### config.mk
export PLATFORM = sky130hd
export DESIGN_NAME = tscr_regs
export DESIGN_NICKNAME = d
export VERILOG_FILES = /design/src/inc/tscr_pkg.sv /design/src/hw/tscr_regs.sv
export SDC_FILE = /design/constraint.sdc
export NUM_CORES = 1
export LEC_CHECK = 0
export BUFFER_PORTS_ARGS = -buffer_cell sky130_fd_sc_hd__buf_2
export CAP_MARGIN = 5
export CELL_PAD_IN_SITES_DETAIL_PLACEMENT = 2
export CELL_PAD_IN_SITES_GLOBAL_PLACEMENT = 2
export CORE_MARGIN = 5
export CORE_UTILIZATION = 39
export CTS_CLUSTER_SIZE = 16
export DETAILED_ROUTE_END_ITERATION = 6
export PLACE_DENSITY = 0.83
export RECOVER_POWER = 25
export SYNTH_ARGS = -nofsm -noshare
export SYNTH_HDL_FRONTEND = slang
export SYNTH_SLANG_ARGS = --single-unit
### constraint.sdc
create_clock -name clock_i -period 4.77 [get_ports clock_i]
set_clock_uncertainty 0.1 [all_clocks]
set_input_delay 0.7155 -clock clock_i [delete_from_list [all_inputs] [get_ports clock_i]]
set_output_delay 0.7155 -clock clock_i [all_outputs]
set_load 0.05 [all_outputs]
### src/inc/tscr_pkg.sv
// Package for the tile status and control register bank.
// Assumes a processor status port with 8-bit register numbers.
`default_nettype none
package tscr_pkg;
	// ==========================================================
	// Register numbers
	localparam logic [7:0] REG_TILE_CTRL   = 8'h02;
	localparam logic [7:0] REG_BOOT_STAT   = 8'h03;
	localparam logic [7:0] REG_SECURITY    = 8'h05;
	localparam logic [7:0] REG_RO_CTRL     = 8'h06;
	localparam logic [7:0] REG_RO_TILE_CEL = 8'h07;
	localparam logic [7:0] REG_RO_TILE_WIR = 8'h08;
	localparam logic [7:0] REG_RO_PER_CEL  = 8'h09;
	localparam logic [7:0] REG_RO_PER_WIR  = 8'h0a;
	// ==========================================================
	// Tile control fields
	localparam int TC_DLY_LSB = 18;
	localparam int TC_DLY_W   = 8;
	localparam int TC_DIV_LSB = 9;
	localparam int TC_DIV_W   = 9;
	localparam int TC_RGMII   = 8;
	localparam int TC_DYN     = 5;
	localparam int TC_CDIV_EN = 4;
	localparam int TC_UTMI    = 2;
	localparam int TC_ULPI_EN = 1;
	localparam logic [31:0] TC_MASK  = 32'h03ff_ff36;
	localparam logic [31:0] TC_RESET = 32'h0000_0000;
	// ==========================================================
	// Boot status fields
	localparam int BS_PROC_LSB = 16;
	localparam int BS_OVR      = 8;
	localparam int BS_CORE1OFF = 5;
	localparam int BS_NO_POLL  = 4;
	localparam int BS_RAM      = 3;
	localparam int BS_JTAG     = 2;
	localparam logic [31:0] BS_RESET = 32'h0000_0000;
	// ==========================================================
	// Security configuration fields
	localparam int SC_LOCK      = 31;
	localparam int SC_NO_GDBG   = 14;
	localparam int SC_LOCK_ALL  = 12;
	localparam int SC_SECT_LSB  = 8;
	localparam int SC_REDUND    = 7;
	localparam int SC_OTP_BOOT  = 5;
	localparam int SC_NO_JCFG   = 4;
	localparam int SC_NO_TAP    = 0;
	localparam logic [31:0] SC_MASK  = 32'h8000_5fb1;
	localparam logic [31:0] SC_RESET = 32'h0000_0000;
	// ==========================================================
	// Ring oscillator control and counters
	localparam int RO_CORE_EN = 1;
	localparam int RO_PER_EN  = 0;
	localparam logic [1:0] RO_RESET = 2'h0;
	localparam int RO_CNT_W   = 16;
	localparam int RO_NUM     = 4;
endpackage
`default_nettype wire

### src/hw/tscr_regs.sv
// Tile status and control register bank behind the processor status port.
// Assumes clock_i is the PLL output clock and oscillator edges arrive
// already synchronous to it.
//
// Operation
// Eight-bit transmit data delay, resets zero
// Transmit clock high at divider, low at half
// Software loads divider as ratio minus one
// Ethernet ports connected only while enabled
// Dynamic mode divides only when threads paused
// Divider enable divides clock for low power
// Select bit one UTMI, zero ULPI
// ULPI support module active while enabled
// Read-only boot status with processor number
// Boot pins and flags in documented bits
// Top security bit refuses further writes
// Sector locks, lock-all and debug disable
// JTAG config, TAP, OTP boot, redundancy
// Security register loaded from OTP copy
// Four oscillators with counters, software started
// Read counter ten cycles after stopping
// Bit one core, bit zero peripheral
// Sixteen-bit counts in four consecutive registers
// Counters keep values through system reset
// Oscillators run asynchronously, random source
// Software forms identifier from register number
// Reserved bits read zero, ignore writes
// Counters advance per cycle, wrap to zero
`default_nettype none
module tscr_regs (
	input  wire logic        clock_i,
	input  wire logic        rst_n_i,
	// Processor status port
	input  wire logic        ps_wr_i,
	input  wire logic        ps_rd_i,
	input  wire logic [7:0]  ps_addr_i,
	input  wire logic [31:0] ps_wdata_i,
	output logic      [31:0] ps_rdata_o,
	output logic             ps_rvalid_o,
	// Boot straps and tile state
	input  wire logic [7:0]  proc_num_i,
	input  wire logic [1:0]  boot_pll_mode_i,
	input  wire logic        boot_jtag_i,
	input  wire logic        boot_ram_i,
	input  wire logic        skip_otp_poll_i,
	input  wire logic        core1_off_i,
	input  wire logic        boot_mode_ovr_i,
	input  wire logic        threads_paused_i,
	// Security copy from OTP
	input  wire logic        otp_sec_load_i,
	input  wire logic [31:0] otp_sec_data_i,
	// Ring oscillator edges: tile cell, tile wire, periph cell, wire
	input  wire logic [3:0]  ro_osc_i,
	// Control outputs
	output logic [7:0]       rgmii_tx_delay_o,
	output logic             rgmii_tx_clk_o,
	output logic             rgmii_ports_en_o,
	output logic             clk_div_active_o,
	output logic             usb_utmi_mode_o,
	output logic             ulpi_support_en_o,
	output logic [3:0]       ro_run_o,
	output logic [3:0]       otp_sector_lock_o,
	output logic             otp_lock_all_o,
	output logic             otp_redundancy_o,
	output logic             otp_boot_force_o,
	output logic             jtag_cfg_block_o,
	output logic             jtag_tap_block_o,
	output logic             global_debug_block_o,
	output logic             security_locked_o
);
	// ==========================================================
	// Read decode
	logic [31:0] tc_q, tc_d;
	logic [31:0] bs_q, bs_d;
	logic [31:0] sc_q, sc_d;
	logic [1:0]  roc_q, roc_d;
	logic [15:0] ro_cnt_q [4];
	logic [15:0] ro_cnt_d [4];
	logic [3:0]  ro_prev_q, ro_prev_d;
	logic [31:0] rdata_q, rdata_d;
	logic        rvalid_q, rvalid_d;

	function automatic logic [31:0] cnt_word(input logic [15:0] c);
		cnt_word = {16'h0000, c};
	endfunction

	function automatic logic [31:0] read_mux(input logic [7:0] a);
		case (a)
			tscr_pkg::REG_TILE_CTRL:   read_mux = tc_q;
			tscr_pkg::REG_BOOT_STAT:   read_mux = bs_q;
			tscr_pkg::REG_SECURITY:    read_mux = sc_q;
			tscr_pkg::REG_RO_CTRL:     read_mux = {30'h0, roc_q};
			tscr_pkg::REG_RO_TILE_CEL: read_mux = cnt_word(ro_cnt_q[0]);
			tscr_pkg::REG_RO_TILE_WIR: read_mux = cnt_word(ro_cnt_q[1]);
			tscr_pkg::REG_RO_PER_CEL:  read_mux = cnt_word(ro_cnt_q[2]);
			tscr_pkg::REG_RO_PER_WIR:  read_mux = cnt_word(ro_cnt_q[3]);
			default:                   read_mux = 32'h0000_0000;
		endcase
	endfunction

	// ==========================================================
	// Write decode
	// One enable per writable register keeps the next-state logic flat
	logic tc_we;
	logic sc_we;
	logic roc_we;
	logic sec_open;

	function automatic logic hit(input logic [7:0] a, input logic [7:0] r);
		hit = (a == r);
	endfunction

	assign tc_we    = ps_wr_i && hit(ps_addr_i, tscr_pkg::REG_TILE_CTRL);
	assign sc_we    = ps_wr_i && hit(ps_addr_i, tscr_pkg::REG_SECURITY);
	assign roc_we   = ps_wr_i && hit(ps_addr_i, tscr_pkg::REG_RO_CTRL);
	// Lock only guards software; the OTP copy still reaches the register
	assign sec_open = !sc_q[tscr_pkg::SC_LOCK];

	// ==========================================================
	// Register group: control, status, security
	always_comb begin
		tc_d     = tc_q;
		sc_d     = sc_q;
		roc_d    = roc_q;
		rdata_d  = rdata_q;
		rvalid_d = ps_rd_i;
		bs_d     = 32'h0000_0000;
		// Straps are sampled every cycle; the register never takes writes
		bs_d[tscr_pkg::BS_PROC_LSB +: 8] = proc_num_i;
		bs_d[1:0]                     = boot_pll_mode_i;
		bs_d[tscr_pkg::BS_JTAG]       = boot_jtag_i;
		bs_d[tscr_pkg::BS_RAM]        = boot_ram_i;
		bs_d[tscr_pkg::BS_NO_POLL]    = skip_otp_poll_i;
		bs_d[tscr_pkg::BS_CORE1OFF]   = core1_off_i;
		bs_d[tscr_pkg::BS_OVR]        = boot_mode_ovr_i;
		// Writes to read-only or unmapped numbers match no enable
		if (tc_we) begin
			tc_d = ps_wdata_i & tscr_pkg::TC_MASK;
		end
		if (sc_we && sec_open) begin
			sc_d = ps_wdata_i & tscr_pkg::SC_MASK;
		end
		if (roc_we) begin
			roc_d = ps_wdata_i[1:0];
		end
		// OTP copy wins over a software write in the same cycle
		if (otp_sec_load_i) begin
			sc_d = otp_sec_data_i & tscr_pkg::SC_MASK;
		end
		if (ps_rd_i) begin
			rdata_d = read_mux(ps_addr_i);
		end
	end

	always_ff @(posedge clock_i or negedge rst_n_i) begin
		if (!rst_n_i) begin
			tc_q     <= tscr_pkg::TC_RESET;
			bs_q     <= tscr_pkg::BS_RESET;
			sc_q     <= tscr_pkg::SC_RESET;
			roc_q    <= tscr_pkg::RO_RESET;
			rdata_q  <= 32'h0000_0000;
			rvalid_q <= 1'b0;
		end else begin
			tc_q     <= tc_d;
			bs_q     <= bs_d;
			sc_q     <= sc_d;
			roc_q    <= roc_d;
			rdata_q  <= rdata_d;
			rvalid_q <= rvalid_d;
		end
	end

	// ==========================================================
	// Ethernet transmit clock divider
	logic [8:0] div_val;
	logic [8:0] txc_cnt_q, txc_cnt_d;
	logic       txc_q, txc_d;
	logic       rgmii_en;

	assign div_val  = tc_q[tscr_pkg::TC_DIV_LSB +: tscr_pkg::TC_DIV_W];
	assign rgmii_en = tc_q[tscr_pkg::TC_RGMII];

	// Divider holds ratio minus one, so the period is div_val + 1
	always_comb begin
		txc_cnt_d = (txc_cnt_q >= div_val) ? 9'h000 : txc_cnt_q + 9'h001;
		txc_d     = txc_q;
		if (!rgmii_en) begin
			txc_cnt_d = 9'h000;
			txc_d     = 1'b0;
		end else if (txc_cnt_q == div_val) begin
			txc_d = 1'b1;
		end else if (txc_cnt_q == (div_val >> 1)) begin
			txc_d = 1'b0;
		end
	end

	always_ff @(posedge clock_i or negedge rst_n_i) begin
		if (!rst_n_i) begin
			txc_cnt_q <= 9'h000;
			txc_q     <= 1'b0;
		end else begin
			txc_cnt_q <= txc_cnt_d;
			txc_q     <= txc_d;
		end
	end

	// ==========================================================
	// Ring oscillator counters
	// No reset here, so a count survives a system reset; its power-up
	// value is undefined, which suits its use as an entropy source
	logic [3:0] ro_run;

	assign ro_run = {roc_q[tscr_pkg::RO_PER_EN], roc_q[tscr_pkg::RO_PER_EN],
	                 roc_q[tscr_pkg::RO_CORE_EN], roc_q[tscr_pkg::RO_CORE_EN]};

	always_comb begin
		ro_prev_d = ro_osc_i;
		for (int i = 0; i < tscr_pkg::RO_NUM; i++) begin
			ro_cnt_d[i] = ro_cnt_q[i];
			// One count per oscillator rising edge, wrapping naturally
			if (ro_run[i] && ro_osc_i[i] && !ro_prev_q[i]) begin
				ro_cnt_d[i] = ro_cnt_q[i] + 16'h0001;
			end
		end
	end

	always_ff @(posedge clock_i) begin
		ro_prev_q <= ro_prev_d;
		for (int i = 0; i < tscr_pkg::RO_NUM; i++) begin
			ro_cnt_q[i] <= ro_cnt_d[i];
		end
	end

	// ==========================================================
	// Outputs
	assign ps_rdata_o        = rdata_q;
	assign ps_rvalid_o       = rvalid_q;
	assign rgmii_tx_delay_o  = tc_q[tscr_pkg::TC_DLY_LSB +: tscr_pkg::TC_DLY_W];
	assign rgmii_tx_clk_o    = txc_q;
	assign rgmii_ports_en_o  = rgmii_en;
	assign clk_div_active_o  = tc_q[tscr_pkg::TC_CDIV_EN] &
		(~tc_q[tscr_pkg::TC_DYN] | threads_paused_i);
	assign usb_utmi_mode_o   = tc_q[tscr_pkg::TC_UTMI];
	assign ulpi_support_en_o = tc_q[tscr_pkg::TC_ULPI_EN];
	assign ro_run_o          = ro_run;
	assign otp_sector_lock_o = sc_q[tscr_pkg::SC_SECT_LSB +: 4];
	assign otp_lock_all_o    = sc_q[tscr_pkg::SC_LOCK_ALL];
	assign otp_redundancy_o  = sc_q[tscr_pkg::SC_REDUND];
	assign otp_boot_force_o  = sc_q[tscr_pkg::SC_OTP_BOOT];
	assign jtag_cfg_block_o  = sc_q[tscr_pkg::SC_NO_JCFG];
	assign jtag_tap_block_o  = sc_q[tscr_pkg::SC_NO_TAP];
	assign global_debug_block_o = sc_q[tscr_pkg::SC_NO_GDBG];
	assign security_locked_o = sc_q[tscr_pkg::SC_LOCK];
endmodule
`default_nettype wire

==> results by group, run 1 <==
CTS
  – CTS Hold Bufs: 0
  – # H-tree levels: 4
  – Buffer depth of the longest clock path: 2
  – Cts repair resizes: 0
  – TritonCTS buffer count: 17
  – Setup bufs post-CTS: 0
  – Clk sink count: 156
  – CTS tree: built
  – Clock slew at reported path FFs: 0.07 ns
  – Worst-skew pair later-pin latency: 0.44 ns
  – Clock Tree Root: clkbuf_16

Power and ir drop
  – Worst ir drop on vdd: 0.210 mV
  – Leak: 0.00392 uW
  – Power Dens Cells: 337 mW/mm^2

Flow run
  – MaxCap Viol Count: 2

Detailed routing
  – Vias: 6087
  – Drt total wl: 26900 um
  – Initial DRT Pass Iterations: 6
  – DR iter-0 viols: 478
  – DR WL/cell: 25.2 um
  – DRC: 0
  – Drt via density: 5.70
  – Antenna Violating Nets Remaining: 0

Placed design
  – PortBufs: 124
  – GP Congestion: 0.871
  – Post-DP HPWL: 19100 um

Global route
  – Met1 usage: 0.293
  – First-pass GRT wire length: 41000 um
  – Remaining global-route overflow: 0
  – Met3 GRT Util: 0.0497
  – Initial antenna violation count: 0
  – Busiest metal layer after global routing: met2
  – Met2 usage: 0.419
  – GRT Util Overall: 0.240
  – Vias in the first global route: 6841
  – Largest net degree at the start of global routing: 59

STA
  – Worst-Margin Slew: 3.25 ns
  – Post-layout min period: 3.52 ns
  – Relative slew slack: -1.17
  – Hold Vio Cnt, Final: 0
  – Fin. max-slew vios: 93
  – Max frequency: 0.284 GHz
  – WHS: 0.281 ns
  – Final worst-path cycle share: 0.738
  – Fin Setup TNS: 0 ns
  – Unrepaired setup endpoints after global routing: no
  – Final setup vio count: 0

Yosys
  – Netlist cell types: 66
  – Syn Area/Cell: 11.6 um^2
  – Top_reg_cell synth: dfrtp_1
  – Warnings from Yosys: 0
  – #FFs+latches synth: 156
  – Synth Instances: 673
  – Synthesized area: 0.00781 mm^2
  – Fraction of registers with async set/reset: 0.564
  – EDFF count, synth: 64
  – Post-synthesis sequential area ratio: 0.538

Worst setup path
  – Worst Setup SP: ps_rd_i
  – Critical Path Sink: ps_rdata_o[10]
  – Critical Path Start Type: input pin
  – FF-to-FF setup slack: 2.62 ns
  – WP data required: 4.99 ns
  – Critical path's largest stage delay: 1.30 ns
  – Critical Path AT: 3.74 ns
  – Crit-path cells: buf_2 -> clkbuf_1 -> and2_1 -> nand2_1 -> o311ai_1
  – RR Endpoint: txc_cnt_q[7]
  – Crit-path slowest cell: clkbuf_1
  – Crit. End Element: flop
  – Crit path kind: input pin to flop
  – Crit path max fanout: 33
  – Worst r2r path cells: 6
  – R2r startpoint: tc_q[13]

Cells and area
  – Share of cells above drive strength 1: 0.249
  – Synth-to-Final Area Change: 17.3%
  – Layout Nets: 900
  – FILL cells: 2042
  – # diodes: 0

Status
  – Status: finished, violations left
  – Failing checks: max-capacitance violations, max-slew violations

Floorplanning
  – Die ar.: 0.0230 mm^2
  – Chip height: 152 um
  – Core Footprint: 0.0196 mm^2
  – Die W: 152 um
  – IO Pins: 158
  – # rows: 51
  – Starting Density: 0.399

Hold path
  – HP Class: input pin to flop
routing by layer:
layer | vias up | part of all wire
li1 | 2666 | -
met1 | 3168 | 0.40
met2 | 204 | 0.52
met3 | 49 | 0.048
met4 | 0 | 0.028
met5 | - | 0
cell type report:
class / instances / area, um^2 / area share
Clock buffer: 19 / 475 / 0.0519
Clock inverter: 13 / 97.6 / 0.0106
Sequential cell: 156 / 4200 / 0.459
Multi-Input combinational cell: 426 / 3170 / 0.345
Tap cell: 265 / 332 / 0.0362
Inverter: 54 / 203 / 0.0221
Timing Repair Buffer: 134 / 688 / 0.0751
worst min-delay path by stage:
stage	end	slack (ns)	startpoint	cells after the start
CTS	tc_q[19]	0.27	rst_n_i	1
global route	bs_q[22]	0.26	proc_num_i[6]	1
global placement	ps_rdata_o[21]	0.41	bs_q[21]	2
detailed placement	ps_rdata_o[12]	0.43	ps_rdata_o[12]	2
floorplan	bs_q[0]	0.32	rst_n_i	0
finish	bs_q[2]	0.28	boot_jtag_i	1
worst max-delay path: cells and delay by family:
kind	cells	cell delay, ns
AND/OR/NAND/NOR	2	1.11
AO/OA/AOI/OAI	1	0.52
buffers and inverters	2	1.38
power by group:
part           internal [uW]  switching, uW
Sequential              1420           37.0
Combinational           86.2            193
Clock                    738            609
Yosys cell counts, types with 7 or more instances:
master	n	area [um^2]
buf_2	11	55.1
xnor2_1	46	403
mux2_4	17	255
nand3_1	30	150
ha_1	14	175
mux2_2	11	124
a22o_1	13	114
a21oi_1	15	75.1
buf_4	15	113
dfrtp_1	88	2200
edfxtp_1	64	1920
a22oi_1	19	143
a221oi_1	7	61.3
nor2b_1	10	62.6
nand4_1	20	125
nand3b_1	9	67.6
nand2_1	33	124
xor2_1	25	219
o21ai_1	12	60.1
nor2_1	30	113
clkbuf_1	9	33.8
inv_1	54	203
and3_1	8	50.1
o21ai_0	10	50.1
o22ai_1	16	100
mux2i_1	8	80.1
nor3_1	7	35.0
cell usage in the layout, fill, tap and decap left out, types with 19 or more instances in the layout:
| cell type | instances |
|---|---|
| dfrtp_1 | 88 |
| xnor2_1 | 46 |
| nand4_1 | 20 |
| nor2_1 | 30 |
| a22oi_1 | 19 |
| nand3_1 | 30 |
| clkbuf_16 | 19 |
| inv_1 | 54 |
| edfxtp_1 | 64 |
| xor2_1 | 25 |
| buf_2 | 121 |
| nand2_1 | 33 |
flip-flops by register name, summed over array words and instances (netlist names):
| register | cells |
|---|---|
| rgmii_tx_clk_o | 1 |
| sc_q | 11 |
| txc_cnt_q | 9 |
| ps_rvalid_o | 1 |
| roc_q | 2 |
| ps_rdata_o | 27 |
| bs_q | 15 |
| ro_prev_q | 4 |
| tc_q | 22 |
| ro_cnt_q | 64 |
through the flow:
| stage | setup slack (ns) | util | cells | power (uW) | area, um^2 |
|---|---|---|---|---|---|
| 4_1_cts | 1.62 | 0.468 | 1066 | 3110 | 9170 |
| 3_5_place_dp | 1.19 | 0.439 | 1034 | 1760 | 8600 |
| 3_3_place_gp | 1.38 | 0.439 | 1034 | 1750 | 8600 |
| 5_1_grt | 0.758 | 0.468 | 1067 | 3190 | 9170 |
| 2_1_floorplan | 2.08 | - | 677 | 1650 | 7830 |
| 6_report | 1.25 | 0.468 | 1067 | 3090 | 9170 |
cells by family (layout without fill, tap and decap cells):
logic type | after synthesis | after routing | synth area share
buffers and inverters | 95 | 220 | 0.0585
adder cells (fa/ha/maj) | 14 | 14 | 0.0224
AND/OR/NAND/NOR | 175 | 175 | 0.125
AO/OA/AOI/OAI | 123 | 123 | 0.114
XOR/XNOR | 71 | 71 | 0.0796
flip-flops | 156 | 156 | 0.538
other | 1 | 5 | 0.000480
multiplexers | 38 | 38 | 0.0617
Power figures use the tool's default switching activity.
==> run 2: changes to the inputs <==
--- a/config.mk
+++ b/config.mk
@@ -10,10 +10,10 @@
 export CELL_PAD_IN_SITES_DETAIL_PLACEMENT = 2
 export CELL_PAD_IN_SITES_GLOBAL_PLACEMENT = 2
 export CORE_MARGIN = 5
-export CORE_UTILIZATION = 39
+export CORE_UTILIZATION = 32
 export CTS_CLUSTER_SIZE = 16
 export DETAILED_ROUTE_END_ITERATION = 6
-export PLACE_DENSITY = 0.83
+export PLACE_DENSITY = 0.72
 export RECOVER_POWER = 25
 export SYNTH_ARGS = -nofsm -noshare
 export SYNTH_HDL_FRONTEND = slang
==> constraint.sdc (replaced) <==
create_clock -name clock_i -period 3.1 [get_ports clock_i]
set_clock_uncertainty 0.1 [all_clocks]
set_input_delay 0.465 -clock clock_i [delete_from_list [all_inputs] [get_ports clock_i]]
set_output_delay 0.465 -clock clock_i [all_outputs]
set_load 0.05 [all_outputs]
==> results by group, run 2 (same netlist as run 1, synthesis figures left out) <==
Status
  – Status: finished, violations left
  – Failing checks: max-capacitance violations, max-slew violations

CTS
  – CTS tree: built
  – Cts repair resizes: 0 (unchanged)
  – CTS Hold Bufs: 1 (+1)
  – Clk sink count: 156 (unchanged)
  – # H-tree levels: 4 (unchanged)
  – Worst-skew pair later-pin latency: 0.44 ns (about the same)
  – Buffer depth of the longest clock path: 2 (unchanged)
  – Clock Tree Root: clkbuf_16
  – TritonCTS buffer count: 17 (unchanged)
  – Clock slew at reported path FFs: 0.07 ns (about the same)
  – Setup bufs post-CTS: 0 (unchanged)

Cells and area
  – Largest register FFs: 64 (unchanged)
  – Synth-to-Final Area Change: 19.7%
  – Most frequent cells in the layout: 120 x buf_2, 88 x dfrtp_1, 64 x edfxtp_1, 54 x inv_1, 46 x xnor2_1
  – Leading cell type in the layout, fill and taps excluded: buf_2
  – FILL cells: 2569 (+26%)
  – Share of cells above drive strength 1: 0.257 (+0.00738)
  – Layout Nets: 912 (+1.3%)
  – Biggest register: ro_cnt_q

Detailed routing
  – Initial DRT Pass Iterations: 7 (+1)
  – DRC: 0 (unchanged)
  – Drt total wl: 25100 um (-6.7%)
  – Drt via density: 5.19 (-9.1%)
  – Vias: 5908 (-2.9%)
  – DR iter-0 viols: 420 (-12%)
  – Antenna Violating Nets Remaining: 0 (unchanged)
  – DR WL/cell: 22.0 um (-13%)

Global route
  – Remaining global-route overflow: 0 (unchanged)
  – Largest net degree at the start of global routing: 43 (-27%)
  – Vias in the first global route: 6442 (-5.8%)
  – First-pass GRT wire length: 39200 um (-4.5%)
  – GRT Util Overall: 0.183 (-0.0571)
  – Initial antenna violation count: 0 (unchanged)

Flow run
  – MaxCap Viol Count: 1 (-1)

Floorplanning
  – Die W: 166 um (+9.7%)
  – Core Footprint: 0.0242 mm^2 (+23%)
  – Chip height: 166 um (+9.7%)
  – IO Pins: 158 (unchanged)
  – # rows: 57 (+12%)
  – Starting Density: 0.323 (-0.0757)
  – Die ar.: 0.0276 mm^2 (+20%)

STA
  – Unrepaired setup endpoints after global routing: no
  – WHS: 0.0301 ns (-0.251 ns)
  – Hold Vio Cnt, Final: 0 (unchanged)
  – Final worst-path cycle share: 0.767
  – Fin Setup TNS: 0 ns (unchanged)
  – Post-layout min period: 2.38 ns
  – Fin. max-slew vios: 33 (-65%)
  – Relative slew slack: -0.254 (+0.915)
  – Max frequency: 0.420 GHz
  – Final setup margin: 0.722 ns (-0.530 ns)
  – Worst-Margin Slew: 1.88 ns (-1.37 ns)
  – Final setup vio count: 0 (unchanged)

Worst setup path
  – WP data required: 3.31 ns (-1.68 ns)
  – Crit path kind: input pin to flop
  – Critical Path Start Type: input pin
  – Critical Path AT: 2.59 ns (-1.15 ns)
  – Crit path max fanout: 32 (-3.0%)
  – Crit. End Element: flop

Power and ir drop
  – Power Dens Cells: 508 mW/mm^2 (+51%)
  – Leak: 0.00397 uW (+1.3%)
  – Worst ir drop on vdd: 0.314 mV (+50%)

Placed design
  – Post-Place Setup Slack: 0.570 ns (-0.616 ns)
  – Post-DP HPWL: 18800 um (-1.8%)
  – GP Congestion: 0.795 (-8.7%)
  – PortBufs: 124 (unchanged)

Hold path
  – HP Class: input pin to flop
-- run 2: cell types whose count changed in the layout (fill, tap and decap cells not counted), sizes merged --
cell         delta
buf             +8
clkbuf          +1
clkinv          -4
inv             +5
clkinvlp        +1
diode           +1
dlygate4sd3     +1
-- run 2: cell type report --
class | instances | area (um^2) | share of cell area
Antenna cell | 1 | 2.50 | 0.000268
Tap cell | 324 | 405 | 0.0434
Clock inverter | 15 | 143 | 0.0153
Clock buffer | 17 | 425 | 0.0455
Timing Repair Buffer | 146 | 798 | 0.0854
Multi-Input combinational cell | 426 | 3170 | 0.339
Sequential cell | 156 | 4200 | 0.450
Inverter | 54 | 203 | 0.0217
-- run 2: power breakdown --
part	total [uW]	internal, uW	switching (uW)
clock network	2070	1070	999
logic	435	142	293
registers	2240	2190	51.1
total	4750	3410	1340
-- run 2: critical path, stage by stage --
cell	delay, ns
buf_2	0.11
clkbuf_1	1.34
nor2b_1	0.19
a221oi_1	0.34
a21oi_1	0.12
-- run 2: path summary, 6_finish.rpt --
| check | start | endpoint | slack (ns) | depth (start not counted) |
|---|---|---|---|---|
| hold reg to reg | ps_rdata_o[24] | ps_rdata_o[24] | 0.41 | 2 |
| setup / recovery | ps_rd_i | ps_rdata_o[8] | 0.72 | 5 |
| max in group asynchronous | rst_n_i | tc_q[20] | 1.23 | 3 |
| setup reg to reg | tc_q[13] | txc_cnt_q[4] | 0.83 | 6 |
| hold / removal | boot_pll_mode_i[0] | bs_q[0] | 0.03 | 1 |
| min in group asynchronous | rst_n_i | tc_q[22] | 0.74 | 2 |
-- run 2: through the flow --
step / total power, uW / util / instance area [um^2] / instances
after floorplan: 2530 / - / 7830 / 677
after global placement: 2710 / 0.363 / 8780 / 1105
after detailed placement: 2720 / 0.363 / 8780 / 1105
after CTS: 4820 / 0.387 / 9360 / 1138
after global routing: 4940 / 0.387 / 9350 / 1138
final: 4750 / 0.387 / 9350 / 1139
-- run 2: layer usage --
metal / routed length, um / part of all wire / up-vias / global-route usage
met5: 0 / 0 / - / 0
met4: 333 / 0.013 / 0 / 0.0388
met3: 858 / 0.034 / 23 / 0.0369
li1: - / - / 2695 / -
met2: 12300 / 0.49 / 123 / 0.308
met1: 11600 / 0.46 / 3067 / 0.245
